$ cat src/inc/fbc_pkg.sv
// shared constants and types of the flash bus command controller
package fbc_pkg;

   // user operations
   typedef enum logic [2:0] {
      OP_READ,
      OP_CMD,
      OP_IDPIN,
      OP_PROGRAM,
      OP_ERASE
   } fbc_op_type;

   // kinds of micro step inside one operation
   typedef enum logic [1:0] {
      STEP_WRITE,
      STEP_READ,
      STEP_WAIT,
      STEP_END
   } fbc_step_type;

   // widths of the flash pins, the pulse counter and the step number
   localparam int ADDR_W = 18;
   localparam int DATA_W = 8;
   localparam int CNT_W = 20;
   localparam int STEP_W = 3;

   // command byte values
   localparam logic [7:0] CMD_READ_MEMORY = 8'h00;
   localparam logic [7:0] CMD_IDENTIFIER = 8'h90;
   localparam logic [7:0] CMD_ERASE_SETUP = 8'h20;
   localparam logic [7:0] CMD_ERASE_VERIFY = 8'hA0;
   localparam logic [7:0] CMD_PROGRAM_SETUP = 8'h40;
   localparam logic [7:0] CMD_PROGRAM_VERIFY = 8'hC0;
   localparam logic [7:0] CMD_RESET = 8'hFF;

   // pin identifier read keeps only address bit 0
   localparam logic [17:0] ID_ADDR_MASK = 18'h0_0001;

   // step numbers inside program and erase sequences
   localparam logic [2:0] STEP_SETUP_CMD = 3'h0;
   localparam logic [2:0] STEP_SECOND = 3'h1;
   localparam logic [2:0] STEP_PULSE = 3'h2;
   localparam logic [2:0] STEP_VERIFY_CMD = 3'h3;
   localparam logic [2:0] STEP_VERIFY_READ = 3'h4;

   // bus timing, times in ns, counts rounded up
   localparam int CLK_NS = 40;
   localparam int T_SETUP_NS = 80;
   localparam int T_STROBE_NS = 120;
   localparam int T_HOLD_NS = 40;
   localparam int SYNC_STAGES = 2;
   localparam int SETUP_CYC = (T_SETUP_NS + CLK_NS - 1) / CLK_NS;
   localparam int STROBE_CYC = (T_STROBE_NS + CLK_NS - 1) / CLK_NS;
   localparam int HOLD_CYC = (T_HOLD_NS + CLK_NS - 1) / CLK_NS;
   // read strobe is stretched to cover the input synchroniser
   localparam int READ_STROBE_CYC = STROBE_CYC + SYNC_STAGES;

endpackage

$ cat src/rtl/fbc_sync.sv
// two-stage synchroniser for the flash data inputs
`timescale 1ns/100ps
module fbc_sync (
   // clock and reset
   input wire logic clock,
   input wire logic reset_n,
   // asynchronous input and synchronised output
   input wire logic [7:0] asyncIn,
   output logic [7:0] syncOut
);

   logic [7:0] stage1_reg;
   logic [7:0] stage2_reg;

   genvar i;
   generate
      for (i = 0; i < 8; i++) begin : g_bit
         always_ff @(posedge clock or negedge reset_n) begin
            if (!reset_n) begin
               stage1_reg[i] <= 1'b0;
               stage2_reg[i] <= 1'b0;
            end else begin
               stage1_reg[i] <= asyncIn[i];
               stage2_reg[i] <= stage1_reg[i];
            end
         end
      end
   endgenerate

   assign syncOut = stage2_reg;

endmodule

$ cat src/rtl/fbc_host.sv
// host controller driving a byte-wide flash through its bus pins
//
// Overview of operation
// - The host loads each command by a write cycle with chip select low, output enable high, write strobe pulsed.
// - The host ends a program or erase pulse by writing the matching verify command.
// - The host treats pulse durations as minimums only.
// - Identifier voltage on address 9 with other addresses low returns maker code for A0 low, part code for A0 high.
`timescale 1ns/100ps
module fbc_host #(
   parameter int unsigned PROG_PULSE_CYC = 250,
   parameter int unsigned ERASE_PULSE_CYC = 250000
) (
   // clock and reset
   input wire logic clock,
   input wire logic reset_n,
   // user request
   input wire logic reqValid,
   output logic reqReady,
   input wire fbc_pkg::fbc_op_type reqOp,
   input wire logic [17:0] reqAddr,
   input wire logic [7:0] reqData,
   // programming supply request from the system
   input wire logic supplyEnable,
   // user response
   output logic rspValid,
   output logic [7:0] rspData,
   output logic rspError,
   // flash bus pins
   output logic [17:0] flashAddr,
   input wire logic [7:0] dqIn,
   output logic [7:0] dqOut,
   output logic dqOe,
   output logic ceN,
   output logic oeN,
   output logic weN,
   output logic supplyHigh,
   output logic idVoltageA9
);

   typedef enum logic [2:0] {
      S_IDLE,
      S_NEXT,
      S_SETUP,
      S_STROBE,
      S_HOLD,
      S_PULSE
   } fbc_state_type;

   typedef struct packed {
      fbc_state_type state;
      fbc_pkg::fbc_op_type op;
      logic [2:0] step;
      logic [19:0] cnt;
      logic isWrite;
      logic [17:0] addr;
      logic [7:0] wdata;
      logic [7:0] rdata;
      logic [17:0] busAddr;
      logic [7:0] dqOut;
      logic dqOe;
      logic ceN;
      logic oeN;
      logic weN;
      logic supplyHigh;
      logic idHv;
      logic rspValid;
      logic [7:0] rspData;
      logic rspError;
   } fbc_regs_type;

   fbc_regs_type r_reg;
   fbc_regs_type r_next;
   logic [7:0] dqSync;

   fbc_sync u_sync (
      .clock(clock),
      .reset_n(reset_n),
      .asyncIn(dqIn),
      .syncOut(dqSync)
   );

   // micro step sequence of each operation
   function automatic fbc_pkg::fbc_step_type stepKind(
      input fbc_pkg::fbc_op_type op,
      input logic [2:0] step
   );
      fbc_pkg::fbc_step_type k;
      k = fbc_pkg::STEP_END;
      unique case (op)
         fbc_pkg::OP_READ, fbc_pkg::OP_IDPIN: begin
            if (step == fbc_pkg::STEP_SETUP_CMD) k = fbc_pkg::STEP_READ;
         end
         fbc_pkg::OP_CMD: begin
            if (step == fbc_pkg::STEP_SETUP_CMD) k = fbc_pkg::STEP_WRITE;
         end
         fbc_pkg::OP_PROGRAM, fbc_pkg::OP_ERASE: begin
            unique case (step)
               fbc_pkg::STEP_SETUP_CMD: k = fbc_pkg::STEP_WRITE;
               fbc_pkg::STEP_SECOND: k = fbc_pkg::STEP_WRITE;
               fbc_pkg::STEP_PULSE: k = fbc_pkg::STEP_WAIT;
               fbc_pkg::STEP_VERIFY_CMD: k = fbc_pkg::STEP_WRITE;
               fbc_pkg::STEP_VERIFY_READ: k = fbc_pkg::STEP_READ;
               default: k = fbc_pkg::STEP_END;
            endcase
         end
         default: k = fbc_pkg::STEP_END;
      endcase
      return k;
   endfunction

   // byte written at a given write step
   function automatic logic [7:0] stepData(
      input fbc_pkg::fbc_op_type op,
      input logic [2:0] step,
      input logic [7:0] wdata
   );
      logic [7:0] d;
      d = wdata;
      if (op == fbc_pkg::OP_PROGRAM) begin
         if (step == fbc_pkg::STEP_SETUP_CMD) d = fbc_pkg::CMD_PROGRAM_SETUP;
         if (step == fbc_pkg::STEP_VERIFY_CMD) d = fbc_pkg::CMD_PROGRAM_VERIFY;
      end else if (op == fbc_pkg::OP_ERASE) begin
         if (step == fbc_pkg::STEP_SETUP_CMD) d = fbc_pkg::CMD_ERASE_SETUP;
         if (step == fbc_pkg::STEP_SECOND) d = fbc_pkg::CMD_ERASE_SETUP;
         if (step == fbc_pkg::STEP_VERIFY_CMD) d = fbc_pkg::CMD_ERASE_VERIFY;
      end
      return d;
   endfunction

   logic needsSupply;
   fbc_pkg::fbc_step_type curKind;

   always_comb begin
      r_next = r_reg;
      r_next.rspValid = 1'b0;
      needsSupply = (reqOp == fbc_pkg::OP_CMD) ||
                    (reqOp == fbc_pkg::OP_PROGRAM) ||
                    (reqOp == fbc_pkg::OP_ERASE);
      curKind = stepKind(r_reg.op, r_reg.step);
      unique case (r_reg.state)
         S_IDLE: begin
            // supply only switches between operations
            r_next.supplyHigh = supplyEnable;
            if (reqValid) begin
               r_next.op = reqOp;
               r_next.addr = reqAddr;
               r_next.wdata = reqData;
               r_next.step = '0;
               if (needsSupply && !r_reg.supplyHigh) begin
                  r_next.rspValid = 1'b1;
                  r_next.rspError = 1'b1;
                  r_next.rspData = '0;
               end else begin
                  r_next.state = S_NEXT;
               end
            end
         end
         S_NEXT: begin
            unique case (curKind)
               fbc_pkg::STEP_WRITE, fbc_pkg::STEP_READ: begin
                  r_next.isWrite = (curKind == fbc_pkg::STEP_WRITE);
                  r_next.ceN = 1'b0;
                  r_next.busAddr = r_reg.addr;
                  r_next.cnt = 20'(fbc_pkg::SETUP_CYC - 1);
                  r_next.state = S_SETUP;
                  if (r_reg.op == fbc_pkg::OP_IDPIN) begin
                     r_next.busAddr = r_reg.addr & fbc_pkg::ID_ADDR_MASK;
                     r_next.idHv = 1'b1;
                  end
                  // host drives data only in write cycles
                  if (curKind == fbc_pkg::STEP_WRITE) begin
                     r_next.dqOut = stepData(r_reg.op, r_reg.step, r_reg.wdata);
                     r_next.dqOe = 1'b1;
                  end
               end
               fbc_pkg::STEP_WAIT: begin
                  // pulse held at least its minimum
                  if (r_reg.op == fbc_pkg::OP_ERASE) begin
                     r_next.cnt = 20'(ERASE_PULSE_CYC - 1);
                  end else begin
                     r_next.cnt = 20'(PROG_PULSE_CYC - 1);
                  end
                  r_next.state = S_PULSE;
               end
               fbc_pkg::STEP_END: begin
                  r_next.rspValid = 1'b1;
                  r_next.rspError = 1'b0;
                  r_next.rspData = r_reg.rdata;
                  r_next.idHv = 1'b0;
                  r_next.state = S_IDLE;
               end
            endcase
         end
         S_SETUP: begin
            if (r_reg.cnt == '0) begin
               // write strobe low, output enable high
               if (r_reg.isWrite) begin
                  r_next.weN = 1'b0;
                  r_next.cnt = 20'(fbc_pkg::STROBE_CYC - 1);
               end else begin
                  // read data gated by output enable
                  r_next.oeN = 1'b0;
                  r_next.cnt = 20'(fbc_pkg::READ_STROBE_CYC - 1);
               end
               r_next.state = S_STROBE;
            end else begin
               r_next.cnt = r_reg.cnt - 20'h0_0001;
            end
         end
         S_STROBE: begin
            if (r_reg.cnt == '0) begin
               // address stable across fall, data held past rise
               r_next.weN = 1'b1;
               r_next.oeN = 1'b1;
               // verify or array data taken here
               if (!r_reg.isWrite) r_next.rdata = dqSync;
               r_next.cnt = 20'(fbc_pkg::HOLD_CYC - 1);
               r_next.state = S_HOLD;
            end else begin
               r_next.cnt = r_reg.cnt - 20'h0_0001;
            end
         end
         S_HOLD: begin
            if (r_reg.cnt == '0) begin
               r_next.ceN = 1'b1;
               r_next.dqOe = 1'b0;
               r_next.step = r_reg.step + 3'h1;
               r_next.state = S_NEXT;
            end else begin
               r_next.cnt = r_reg.cnt - 20'h0_0001;
            end
         end
         S_PULSE: begin
            // flash stays deselected while the pulse runs
            if (r_reg.cnt == '0) begin
               // verify write follows and ends the pulse
               r_next.step = r_reg.step + 3'h1;
               r_next.state = S_NEXT;
            end else begin
               r_next.cnt = r_reg.cnt - 20'h0_0001;
            end
         end
      endcase
   end

   always_ff @(posedge clock or negedge reset_n) begin
      if (!reset_n) begin
         r_reg <= '{state: S_IDLE, op: fbc_pkg::OP_READ, step: '0,
                    cnt: '0, isWrite: 1'b0, addr: '0, wdata: '0,
                    rdata: '0, busAddr: '0, dqOut: '0, dqOe: 1'b0,
                    ceN: 1'b1, oeN: 1'b1, weN: 1'b1, supplyHigh: 1'b0,
                    idHv: 1'b0, rspValid: 1'b0, rspData: '0,
                    rspError: 1'b0};
      end else begin
         r_reg <= r_next;
      end
   end

   assign reqReady = (r_reg.state == S_IDLE);
   assign rspValid = r_reg.rspValid;
   assign rspData = r_reg.rspData;
   assign rspError = r_reg.rspError;
   assign flashAddr = r_reg.busAddr;
   assign dqOut = r_reg.dqOut;
   assign dqOe = r_reg.dqOe;
   assign ceN = r_reg.ceN;
   assign oeN = r_reg.oeN;
   assign weN = r_reg.weN;
   assign supplyHigh = r_reg.supplyHigh;
   assign idVoltageA9 = r_reg.idHv;

endmodule

$ cat config.mk
export PLATFORM = sky130hd
export DESIGN_NAME = fbc_host
export DESIGN_NICKNAME = d
export VERILOG_FILES = /design/src/inc/fbc_pkg.sv /design/src/rtl/fbc_sync.sv /design/src/rtl/fbc_host.sv
export SDC_FILE = /design/constraint.sdc
export NUM_CORES = 1
export LEC_CHECK = 0
export ABC_AREA = 1
export ABC_CLOCK_PERIOD_IN_PS = 4830
export BUFFER_PORTS_ARGS = -buffer_cell sky130_fd_sc_hd__buf_2
export CAP_MARGIN = 10
export CORE_UTILIZATION = 50
export CTS_CLUSTER_DIAMETER = 200
export DETAILED_ROUTE_END_ITERATION = 12
export GPL_TIMING_DRIVEN = 0
export MAX_ROUTING_LAYER = met4
export PLACE_DENSITY = 0.79
export SETUP_SLACK_MARGIN = 0.2
export SYNTH_ARGS = -nofsm -noshare
export SYNTH_HDL_FRONTEND = slang
export SYNTH_SLANG_ARGS = --single-unit
$ cat constraint.sdc
create_clock -name clock -period 4.83 [get_ports clock]
set_input_delay 0.2415 -clock clock [delete_from_list [all_inputs] [get_ports clock]]
set_output_delay 0.2415 -clock clock [all_outputs]
set_load 0.005 [all_outputs]
Word-level counts from Yosys, hierarchy flattened
Cells that the tools add are included. W data, S select, Z words.

Register bits after elaboration: 122. Input port bits: 41. Output and inout port bits: 43. Logic and storage cells: 148.

$add $sub $neg: 2. Equality and inequality tests: 34. Multiplexer cells: 43. Bitwise logic cells: 1. Reductions and logical operators: 33.

Operators with widths (count): $pmux W20 S4 (1); $mux W20 (3); $mux W8 (7); $pmux W20 S2 (1); $mux W18 (2); $mux W10 (3); $eq A3 B2 Y1 const B (7); $logic_not A20 Y1 (1); $ne A2 B2 Y1 const B (10); $pmux W10 S2 (1); $sub A20 B1 Y20 const B (1); $mux W3 (6); $reduce_and A3 Y1 (6); $reduce_and A4 Y1 (4); $eq A3 B3 Y1 const B (5); $pmux W3 S5 (1); $eq A3 B1 Y1 const B (4); $mux W2 (6); $pmux W2 S3 (2); $reduce_bool A2 Y1 (5); $logic_not A3 Y1 (3); $mux W9 (1); $pmux W3 S3 (1); $ne A2 B1 Y1 const B (4); 18 further kinds (28).

Logic depth before layout (Yosys ltp)
Gate-level depths: netlist of run 1.

Depth in word-level cells: 8. Mapped depth: 14.

By module
A second synthesis of run 1 with hierarchy kept.

Cells, all modules: 720. Area total of the unflattened synthesis: 6037.0 sq um.

By module, submodules not included: fbc_host (instances 1, cells each 704, area an instance 5636.7 sq um, seq. area each 2656.3 sq um); fbc_sync (instances 1, cells each 16, area an instance 400.4 sq um, seq. area each 400.4 sq um).

Worst setup path before layout of run 1
OpenSTA, ideal clock, no wires.

Path kind: register to register. From: reg r_reg[97] in the netlist's numbering. To: reg r_reg, in the netlist dqOut[0]. Setup time: 0.117 ns. Arrival: 1.664 ns. Data required time: 4.713 ns. Setup slack: 3.048 ns. Cell stages (with the launch flop): 15. Clock period less this slack: 1.782 ns. Path through: dfrtp_1 inv_2 ha_1 nand2_2 inv_2 nor2_1 nand2_1 nand2_2 nand2_2 buf_6 a21oi_4 inv_2 buf_6 nand2_1 nand2_1.

Longest elaborated chain between the ends: 7.

RTL lines: from (decl) (RTL line fbc_host.sv:71) `fbc_regs_type r_reg;`; from (signal assigned) (RTL line fbc_host.sv:248) `r_reg <= '{state: S_IDLE, op: fbc_pkg::OP_READ, step: '0,`; from (signal assigned) (RTL line fbc_host.sv:255) `r_reg <= r_next;`; $eq A3 B2 Y1, or another cell as far along (RTL line fbc_host.sv:97, fbc_host.sv:121, fbc_host.sv:125); $reduce_or A3 Y1 (no line); $pmux W2 S3 (RTL line fbc_host.sv:97) `unique case (step)`; $pmux W2 S3 (RTL line fbc_host.sv:89) `unique case (op)`; $eq A2 B1 Y1 / $logic_not A2 Y1 (equally long branches) (RTL line fbc_host.sv:159, fbc_host.sv:171); $reduce_or A2 Y1 (RTL line fbc_host.sv:159) `unique case (curKind)`; $reduce_and A3 Y1 (no line).

Several ways; a longest one is shown, not always the timed one. A chain may end at the register's enable or synchronous reset.

Worst setup path after layout of run 1
From: reg r_reg[97] in the netlist's numbering. To: reg r_reg, in the netlist rspData[3].

Longest elaborated chain between the ends: 7.

RTL lines (RTL line): $eq A3 B2 Y1, or another cell as far along (fbc_host.sv:97); $reduce_or A3 Y1 (no line); $pmux W2 S3 (fbc_host.sv:97); $pmux W2 S3 * (fbc_host.sv:89); $eq A2 B2 Y1 * (fbc_host.sv:159); $ne A2 B1 Y1 (no line) *; $reduce_and A4 Y1 (no line) *.

Mark *: on every way between the ends. The rest lies on a longest branch, timed or not.

==> flow_summary.ini, run 1 <==
[outcome]
status = completed

[yosys]
synth_nets = 782
ys_types = 33
synth_enable_flop_cells = 0
ys_seq_area_share_pct = 51.6
synthArstFlopShare_pct = 100
ys_warn_count = 0
yosys_register_bits = 122
syn_avg_cell_area_um2 = 8.08
syn_inst = 734
synthFlopType = dfrtp_1
syn-cell-area_um2 = 5930

[worst_setup_path]
r2r_setup_slack_ns = 2.67
rr_worst_depth = 12
rr_endpoint = rspData[3]
worstSetupPathType = reg -> reg
cp_data_arrival_time_ns = 2.46
critPathCaptureType = register
worstPathMaxFanout = 8
start_kind = register
cp.required_ns = 5.13
r2r_start = r_reg[97]

[global_route]
grt_first_pass_wirelength_um = 24000
gr-usage-all-layers_pct = 25.2
grt.overflow.total = 0
grt_max_degree = 71
antenna_found_initial = 0
grt_pass1_vias = 5148

[pwr]
finalPower_mw = 5.23
powerDensity_nw_per_um2 = 716
p_leak_nw = 4.02
vdd_ir_drop_max_v = 0.000512

[worst_hold_path]
hold_depth = 3
min_from = supplyEnable
hold_path_end = supplyHigh
hp-class = in -> reg

[layout]
antenna_cells = 0
layout_commonest_cell = nand2_1
stdcell_area_um2 = 7310
n_fill_cell = 939
nNetsFinal = 894
final_cell_mix = nand2_1 (264), dfrtp_1 (119), buf_2 (83)
drive_gt1_share_pct = 21.5
largest_reg_flops = 64
area_delta_synth_final_pct = 23.2

[placed_design]
io_buffers = 83
gp_congestion = 0.914
dpl.hpwl_um = 9360
place_area_um2 = 6560

[clocking]
cts-root-buf = clkbuf_16
cts.sinks = 122
clock_latency_ns = 0.42
cts-resized-gates = 0
clk_pin_slew_ns = 0.06
cts_buffers = 17
cts_tree = built
cts.path.max_buffers = 2
cts_setup_buffers = 0
cts-htree-levels = 4

[sta]
hold_viol = 0
fin_crit_sh_pct = 44.6
setup_viol = 0
min_period_ns = 2.16
finalSetupTns_ns = 0
max_freq_mhz = 464
slew_viol_final = 0
worstMarginPinSlew_ns = 0.624
maxSlewHeadroom_pct = 58.3
skew_ns = 0.0130
rsz0062_at_grt = no

[routing]
remaining_drc_errors = 0
drt-pass1-iter-count = 5
vias_per_cell = 5.03
first_iter_violations = 299
antenna_left = 0
vias = 5043
wirelength_um = 13600
wl_per_cell_um = 13.6

[floorplan]
rows = 39
start_util_pct = 51.7
die_h_um = 111
die_x_um = 111
core_um2 = 11500
pin_count = 84
die-area_um2 = 12300

[flow_run]
maxCapViolations = 0
-- timing repair --
action / 4_1_cts / 5_1_grt
hold buffers: 9 / 0
endpoints found under the setup margin: 0 / 0
hold endpoints to repair: 59 / 0
-- cell type report --
type	instances	area [um2]	area share, %
Sequential cell	122	3060	41.8
Multi-Input combinational cell	489	2250	30.8
Timing Repair Buffer	93	539	7.38
Clock buffer	19	443	6.06
Buffer	50	347	4.74
Inverter	73	274	3.75
Clock inverter	13	216	2.96
Tap cell	143	179	2.45
-- cells by family (layout without fill, tap and decap cells) --
family,count (synthesis),in the layout,share of synthesized area (%)
XOR/XNOR,8,8,1.18
adder cells (fa/ha/maj),7,7,1.48
AND/OR/NAND/NOR,389,389,27.6
AO/OA/AOI/OAI,85,85,7.74
buffers and inverters,123,248,10.5
flip-flops,122,122,51.6
-- where the power goes --
| part | total (mW) | leakage (nW) | internal (mW) | switching (mW) |
|---|---|---|---|---|
| Sequential | 1.63 | 1.56 | 1.39 | 0.233 |
| Combinational | 2.19 | 2.15 | 0.821 | 1.37 |
| Clock | 1.41 | 0.310 | 0.934 | 0.479 |
-- synth_stat cells, types with 2 or more instances --
cell type,instances,area (um2)
a21oi_4,2,32.5
buf_6,3,33.8
nand2_2,6,37.5
o21ai_2,2,17.5
nand2_1,264,991
nand3_1,42,210
o21ai_1,14,70.1
ha_1,7,87.6
clkbuf_1,10,37.5
nor2_4,2,22.5
buf_4,36,270
inv_1,66,248
nor2_2,4,25.0
xor2_1,7,61.3
nand4_1,13,81.3
nor2_1,47,176
a21oi_1,11,55.1
o21ai_0,54,270
dfrtp_1,119,2980
inv_2,6,22.5
nor3_1,5,25.0
dfstp_2,3,78.8
-- critical path: stages (launching register included) --
cell and delay [ns]:
dfrtp_1 0.45, inv_2 0.07, ha_1 0.21, nand2_1 0.11
inv_2 0.05, nand4_1 0.13, nand2_1 0.20, nor2_4 0.19
nand2_4 0.11, nand2_1 0.19, inv_1 0.17, nand2_1 0.10
nand2_1 0.05
-- how the worst max path moves through the flow --
| stage | to | start | slack [ns] | cells past startpoint |
|---|---|---|---|---|
| after floorplan | dqOut[0] | r_reg[97] | 3.05 | 14 |
| after global placement | flashAddr[10] | reset_n | 1.99 | 1 |
| after detailed placement | rspData[5] | r_reg[97] | 2.71 | 12 |
| after CTS | rspData[3] | r_reg[97] | 2.69 | 12 |
| after global routing | rspData[5] | r_reg[97] | 2.47 | 12 |
| final | rspData[3] | r_reg[97] | 2.67 | 12 |
-- layer usage --
metal | track usage (%) | vias to the layer above | routed length [um]
met4 | 9.42 | 0 | 258
met1 | 30.2 | 2358 | 5910
met2 | 41.1 | 150 | 6720
met5 | - | - | 0
met3 | 6.34 | 24 | 747
li1 | - | 2511 | -
-- metrics by stage --
stage	hold WS (ns)	worst slack (ns)	std cells	util, %
floorplan	-0.0541	3.05	734	-
global placement	0.332	1.99	960	56.9
detailed placement	0.222	2.71	961	57.2
CTS	0.00518	2.69	1002	63.7
global route	0.0292	2.47	1002	63.7
finish	0.0131	2.67	1002	63.7
Note: power is estimated with default switching activity, not from simulation.
==> inputs of run 2 (changes only) <==
ABC_CLOCK_PERIOD_IN_PS = 2120   (was 4830)
clock period = 2.12 ns   (was 4.83 ns; I/O delays follow)
==> flow_summary.ini, run 2 (same netlist as run 1, synthesis figures left out) <==
[sta]
maxSlewHeadroom_pct = 66.2
setup_viol = 0
max_freq_mhz = 512
finalSetupTns_ns = 0
fin_crit_sh_pct = 92.2
rsz0062_at_grt = yes
hold_viol = 0
skew_ns = 0.0110
slew_viol_final = 0
min_period_ns = 1.95
worstMarginPinSlew_ns = 0.507

[clocking]
clock_latency_ns = 0.43
cts.path.max_buffers = 2
cts_tree = built
cts.sinks = 122
cts-htree-levels = 4
cts-root-buf = clkbuf_16
cts_buffers = 17
clk_pin_slew_ns = 0.06

[layout]
drive_gt1_share_pct = 28.5
layout_commonest_cell = nand2_1
stdcell_count = 1055
area_delta_synth_final_pct = 35.5
n_fill_cell = 763
largest_reg_flops = 64
final_cell_mix = nand2_1 (247), dfrtp_1 (118), buf_2 (85)
antenna_cells = 0
nNetsFinal = 947

[pwr]
powerDensity_nw_per_um2 = 1640
vdd_ir_drop_max_v = 0.00119
p_leak_nw = 4.31

[routing]
vias = 5788
antenna_left = 0
vias_per_cell = 5.49
first_iter_violations = 541
drt-pass1-iter-count = 5
remaining_drc_errors = 0
wl_per_cell_um = 16.3
wirelength_um = 17200

[floorplan]
die-area_um2 = 12300
die_h_um = 111
core_um2 = 11500
pin_count = 84
die_x_um = 111
rows = 39
start_util_pct = 51.7

[worst_setup_path]
rr_worst_depth = 11
worstPathMaxFanout = 5
critPathCaptureType = register
worstSetupPathType = reg -> reg
r2r_start = r_reg[98]
critPathLaunch = r_reg[98]
r2r_setup_slack_ns = 0.17
start_kind = register
cp_data_arrival_time_ns = 2.30
cp.required_ns = 2.47
rr_endpoint = r_reg[78]
critPathCapture = r_reg[78]

[placed_design]
io_buffers = 83
place_inst = 961
gp_congestion = 0.914
dpl.hpwl_um = 9360

[worst_hold_path]
hp-class = in -> reg

[global_route]
gr-usage-all-layers_pct = 28.0
grt_pass1_vias = 5518
antenna_found_initial = 0
grt.overflow.total = 0
grt_first_pass_wirelength_um = 26400
grt_max_degree = 71

[flow_run]
maxCapViolations = 0

[outcome]
status = completed
==> run 2: area by class of cell <==
class / count / area, um2 / area share [%]
buffer: 50 / 365 / 4.55
clock buffer: 19 / 443 / 5.51
clock inverter: 13 / 216 / 2.69
inverter: 73 / 282 / 3.50
multi-input combinational: 490 / 2470 / 30.8
sequential: 122 / 3060 / 38.1
tap: 143 / 179 / 2.23
timing repair buffer: 145 / 1020 / 12.7
==> run 2: worst min-delay path by stage <==
| stage | start | end | slack (ns) | cells past startpoint |
|---|---|---|---|---|
| final | reqValid | rspValid | 0.11 | 3 |
| after floorplan | reset_n | dqOe | -0.19 | 0 |
| after detailed placement | reset_n | r_reg[93] | 0.09 | 1 |
| after global placement | dqIn[6] | u_sync.stage1_reg[6] | 0.21 | 1 |
| after global routing | reqValid | rspValid | 0.12 | 3 |
| after CTS | reqValid | rspValid | 0.05 | 3 |
==> run 2: stage by stage <==
| step | setup slack, ns | hold WS [ns] | area [um2] | util (%) | total power, mW |
|---|---|---|---|---|---|
| 2_1_floorplan | 0.338 | -0.190 | 5930 | - | 7.21 |
| 3_3_place_gp | -0.589 | 0.214 | 6520 | 56.9 | 8.48 |
| 3_5_place_dp | -0.00350 | 0.0869 | 6560 | 57.2 | 8.63 |
| 4_1_cts | 0.202 | 0.0529 | 7670 | 66.9 | 12.1 |
| 5_1_grt | 0.0859 | 0.120 | 8040 | 70.1 | 14.0 |
| 6_report | 0.165 | 0.109 | 8040 | 70.1 | 13.2 |
==> run 2: power breakdown <==
group	total [mW]	leakage [nW]	switching, mW	internal (mW)
clock network	3.26	0.310	1.13	2.13
registers	3.81	1.55	0.628	3.18
logic	6.15	2.45	3.79	2.36
==> run 2: worst max-delay path: stages (launching register included) <==
cell,delay [ns]
dfrtp_1,0.43
inv_2,0.11
ha_4,0.16
nand2_4,0.05
inv_2,0.06
o211ai_1,0.15
nand2_4,0.16
nor2_4,0.07
a21oi_4,0.25
buf_2,0.25
nand2_1,0.10
o21ai_1,0.08
==> run 2: per-layer routing <==
metal,track usage [%],share of wire [%]
met5,-,0
met2,46.3,50
met4,13.0,3.5
met1,32.7,38
met3,6.07,8.3
==> run 2: what timing repair did <==
action | CTS | global route
setup buffers | 5 | 15
resized for setup | 10 | 75
pin swaps | 1 | 16
hold endpoints to repair | 90 | 0
gates cloned | 0 | 3
hold buffers | 39 | 0
setup endpoints to repair | 60 | 99
==> inputs of run 3 (changes only) <==
--- a/config.mk
+++ b/config.mk
@@ -10,3 +10,3 @@
 export BUFFER_PORTS_ARGS = -buffer_cell sky130_fd_sc_hd__buf_2
-export CAP_MARGIN = 10
+export CAP_MARGIN = 20
 export CORE_UTILIZATION = 50
==> constraint.sdc (replaced) <==
create_clock -name clock -period 2.12 [get_ports clock]
set_input_delay 0.212 -clock clock [delete_from_list [all_inputs] [get_ports clock]]
set_output_delay 0.212 -clock clock [all_outputs]
set_load 0.005 [all_outputs]
==> flow_summary.ini, run 3 (same netlist as run 1, synthesis figures left out) <==
[global_route]
antenna_found_initial = 0
grt_use_met2_pct = 43.0
met1_usage_pct = 30.9
gr-usage-all-layers_pct = 26.2
grt_first_pass_wirelength_um = 24900
grt.overflow.total = 0
grt_util_met3_pct = 5.74
grt_max_degree = 71
busiest_layer = met2
grt_pass1_vias = 5320

[clocking]
cts-root-buf = clkbuf_16
cts.sinks = 122
clk_pin_slew_ns = 0.06
clock_latency_ns = 0.43
cts.path.max_buffers = 2
cts_tree = built
cts_buffers = 17
cts-htree-levels = 4

[pwr]
pwr-share-seq_pct = 29.2
comb_power_share_pct = 45.6
p_sw_mw = 5.26
intPower_mw = 7.60
p_leak_nw = 4.23
powerDensity_nw_per_um2 = 1640
vdd_ir_drop_max_v = 0.00132
swShare_pct = 40.9
clock_power_share_pct = 25.1

[sta]
skew_ns = 0.0139
max_freq_mhz = 518
fin_crit_sh_pct = 91.1
slew_viol_final = 0
setup_viol = 0
fin_hold_ws_ns = 0.00301
hold_viol = 0
rsz0062_at_grt = yes
min_period_ns = 1.93
worstMarginPinSlew_ns = 0.506
maxSlewHeadroom_pct = 66.3

[layout]
area_delta_synth_final_pct = 32.0
stdcell_area_um2 = 7830
nNetsFinal = 931
final_cell_mix = nand2_1 (257), dfrtp_1 (118), buf_2 (84)
stdcell_count = 1039
drive_gt1_share_pct = 27.7
layout_commonest_cell = nand2_1
antenna_cells = 0
largest_reg_flops = 64

[floorplan]
start_util_pct = 51.7
rows = 39
die_x_um = 111
die_h_um = 111
pin_count = 84
core_um2 = 11500
die-area_um2 = 12300

[routing]
vias = 5434
wirelength_um = 15600
wl_per_cell_um = 15.0
vias_per_cell = 5.23
first_iter_violations = 436
antenna_left = 0
drt-pass1-iter-count = 7
remaining_drc_errors = 0

[worst_setup_path]
worstSetupPathType = reg -> reg
critPathCaptureType = register
cp.required_ns = 2.39
start_kind = register
cp_data_arrival_time_ns = 2.21
worstPathMaxFanout = 10

[placed_design]
gp_congestion = 0.914
dpl.hpwl_um = 9360
io_buffers = 83
place_inst = 961
place_area_um2 = 6560

[outcome]
status = completed

[flow_run]
maxCapViolations = 0

[worst_hold_path]
hp-class = in -> reg
run 3: cell types whose count changed in the layout (fill, tap and decap cells not counted), moves of 2 or more:
cell and delta:
buf_4 -3, buf_6 +2, clkbuf_1 -3, clkbuf_2 +2
dlygate4sd3_1 -13, nand2_1 +10, nand2_2 -5, nand2_4 -5
run 3: repair_timing:
item | 4_1_cts | 5_1_grt
cloned | 0 | 2
setup endpoints to repair | 60 | 99
resized for setup | 10 | 65
endpoints found under the hold margin | 76 | 0
pin swaps | 1 | 11
hold buffers | 26 | 0
setup buffers | 5 | 13
run 3: metal layers:
| layer | up-vias | share of wire [%] |
|---|---|---|
| met4 | 0 | 2.5 |
| met5 | - | 0 |
| met3 | 38 | 7.0 |
| met2 | 243 | 51 |
| li1 | 2591 | - |
| met1 | 2562 | 40 |
run 3: path summary, 6_finish.rpt:
path                            depth (start not counted)                 to                 start  slack [ns]
worst max-delay path                                    9       flashAddr[7]             r_reg[98]        0.19
worst min-delay path                                    3          r_reg[59]            reqAddr[1]       0.003
worst max register to register                          9       flashAddr[7]             r_reg[98]        0.19
worst min register to register                          0  u_sync.syncOut[7]  u_sync.stage1_reg[7]        0.35
max in group asynchronous                               3                oeN               reset_n        1.09
min in group asynchronous                               2          r_reg[93]               reset_n        0.31
run 3: critical path, stage by stage (launching register included):
cell	delay, ns
dfrtp_1	0.42
inv_2	0.08
ha_4	0.16
nand2_2	0.08
inv_2	0.05
o211ai_1	0.15
nand2_4	0.12
nand2_2	0.11
buf_1	0.40
o21ai_0	0.20
run 3: metrics by stage:
step	setup TNS, ns	power [mW]	util (%)	setup slack (ns)
6_report	0	12.9	68.2	0.188
5_1_grt	0	13.7	68.2	0.104
4_1_cts	0	12.1	65.8	0.202
3_5_place_dp	-0.00574	8.63	57.2	-0.00350
3_3_place_gp	-81.64	8.48	56.9	-0.695
2_1_floorplan	0	7.21	-	0.338
run 3: layout make-up:
cell class	instances	area, um2
fill	839	3640
sequential	122	3060
multi-input combinational	490	2420
timing repair buffer	129	866
clock buffer	19	443
buffer	50	367
inverter	73	279
clock inverter	13	216
tap	143	179
run 3: power groups by stage:
stage                     Sequential [mW]  Clock, mW  Combinational [mW]
after floorplan                      3.60          0                3.62
after global placement               3.70          0                4.78
after detailed placement             3.72          0                4.91
after CTS                            3.70       3.24                5.11
after global routing                 3.85       3.35                6.53
final                                3.76       3.23                5.87
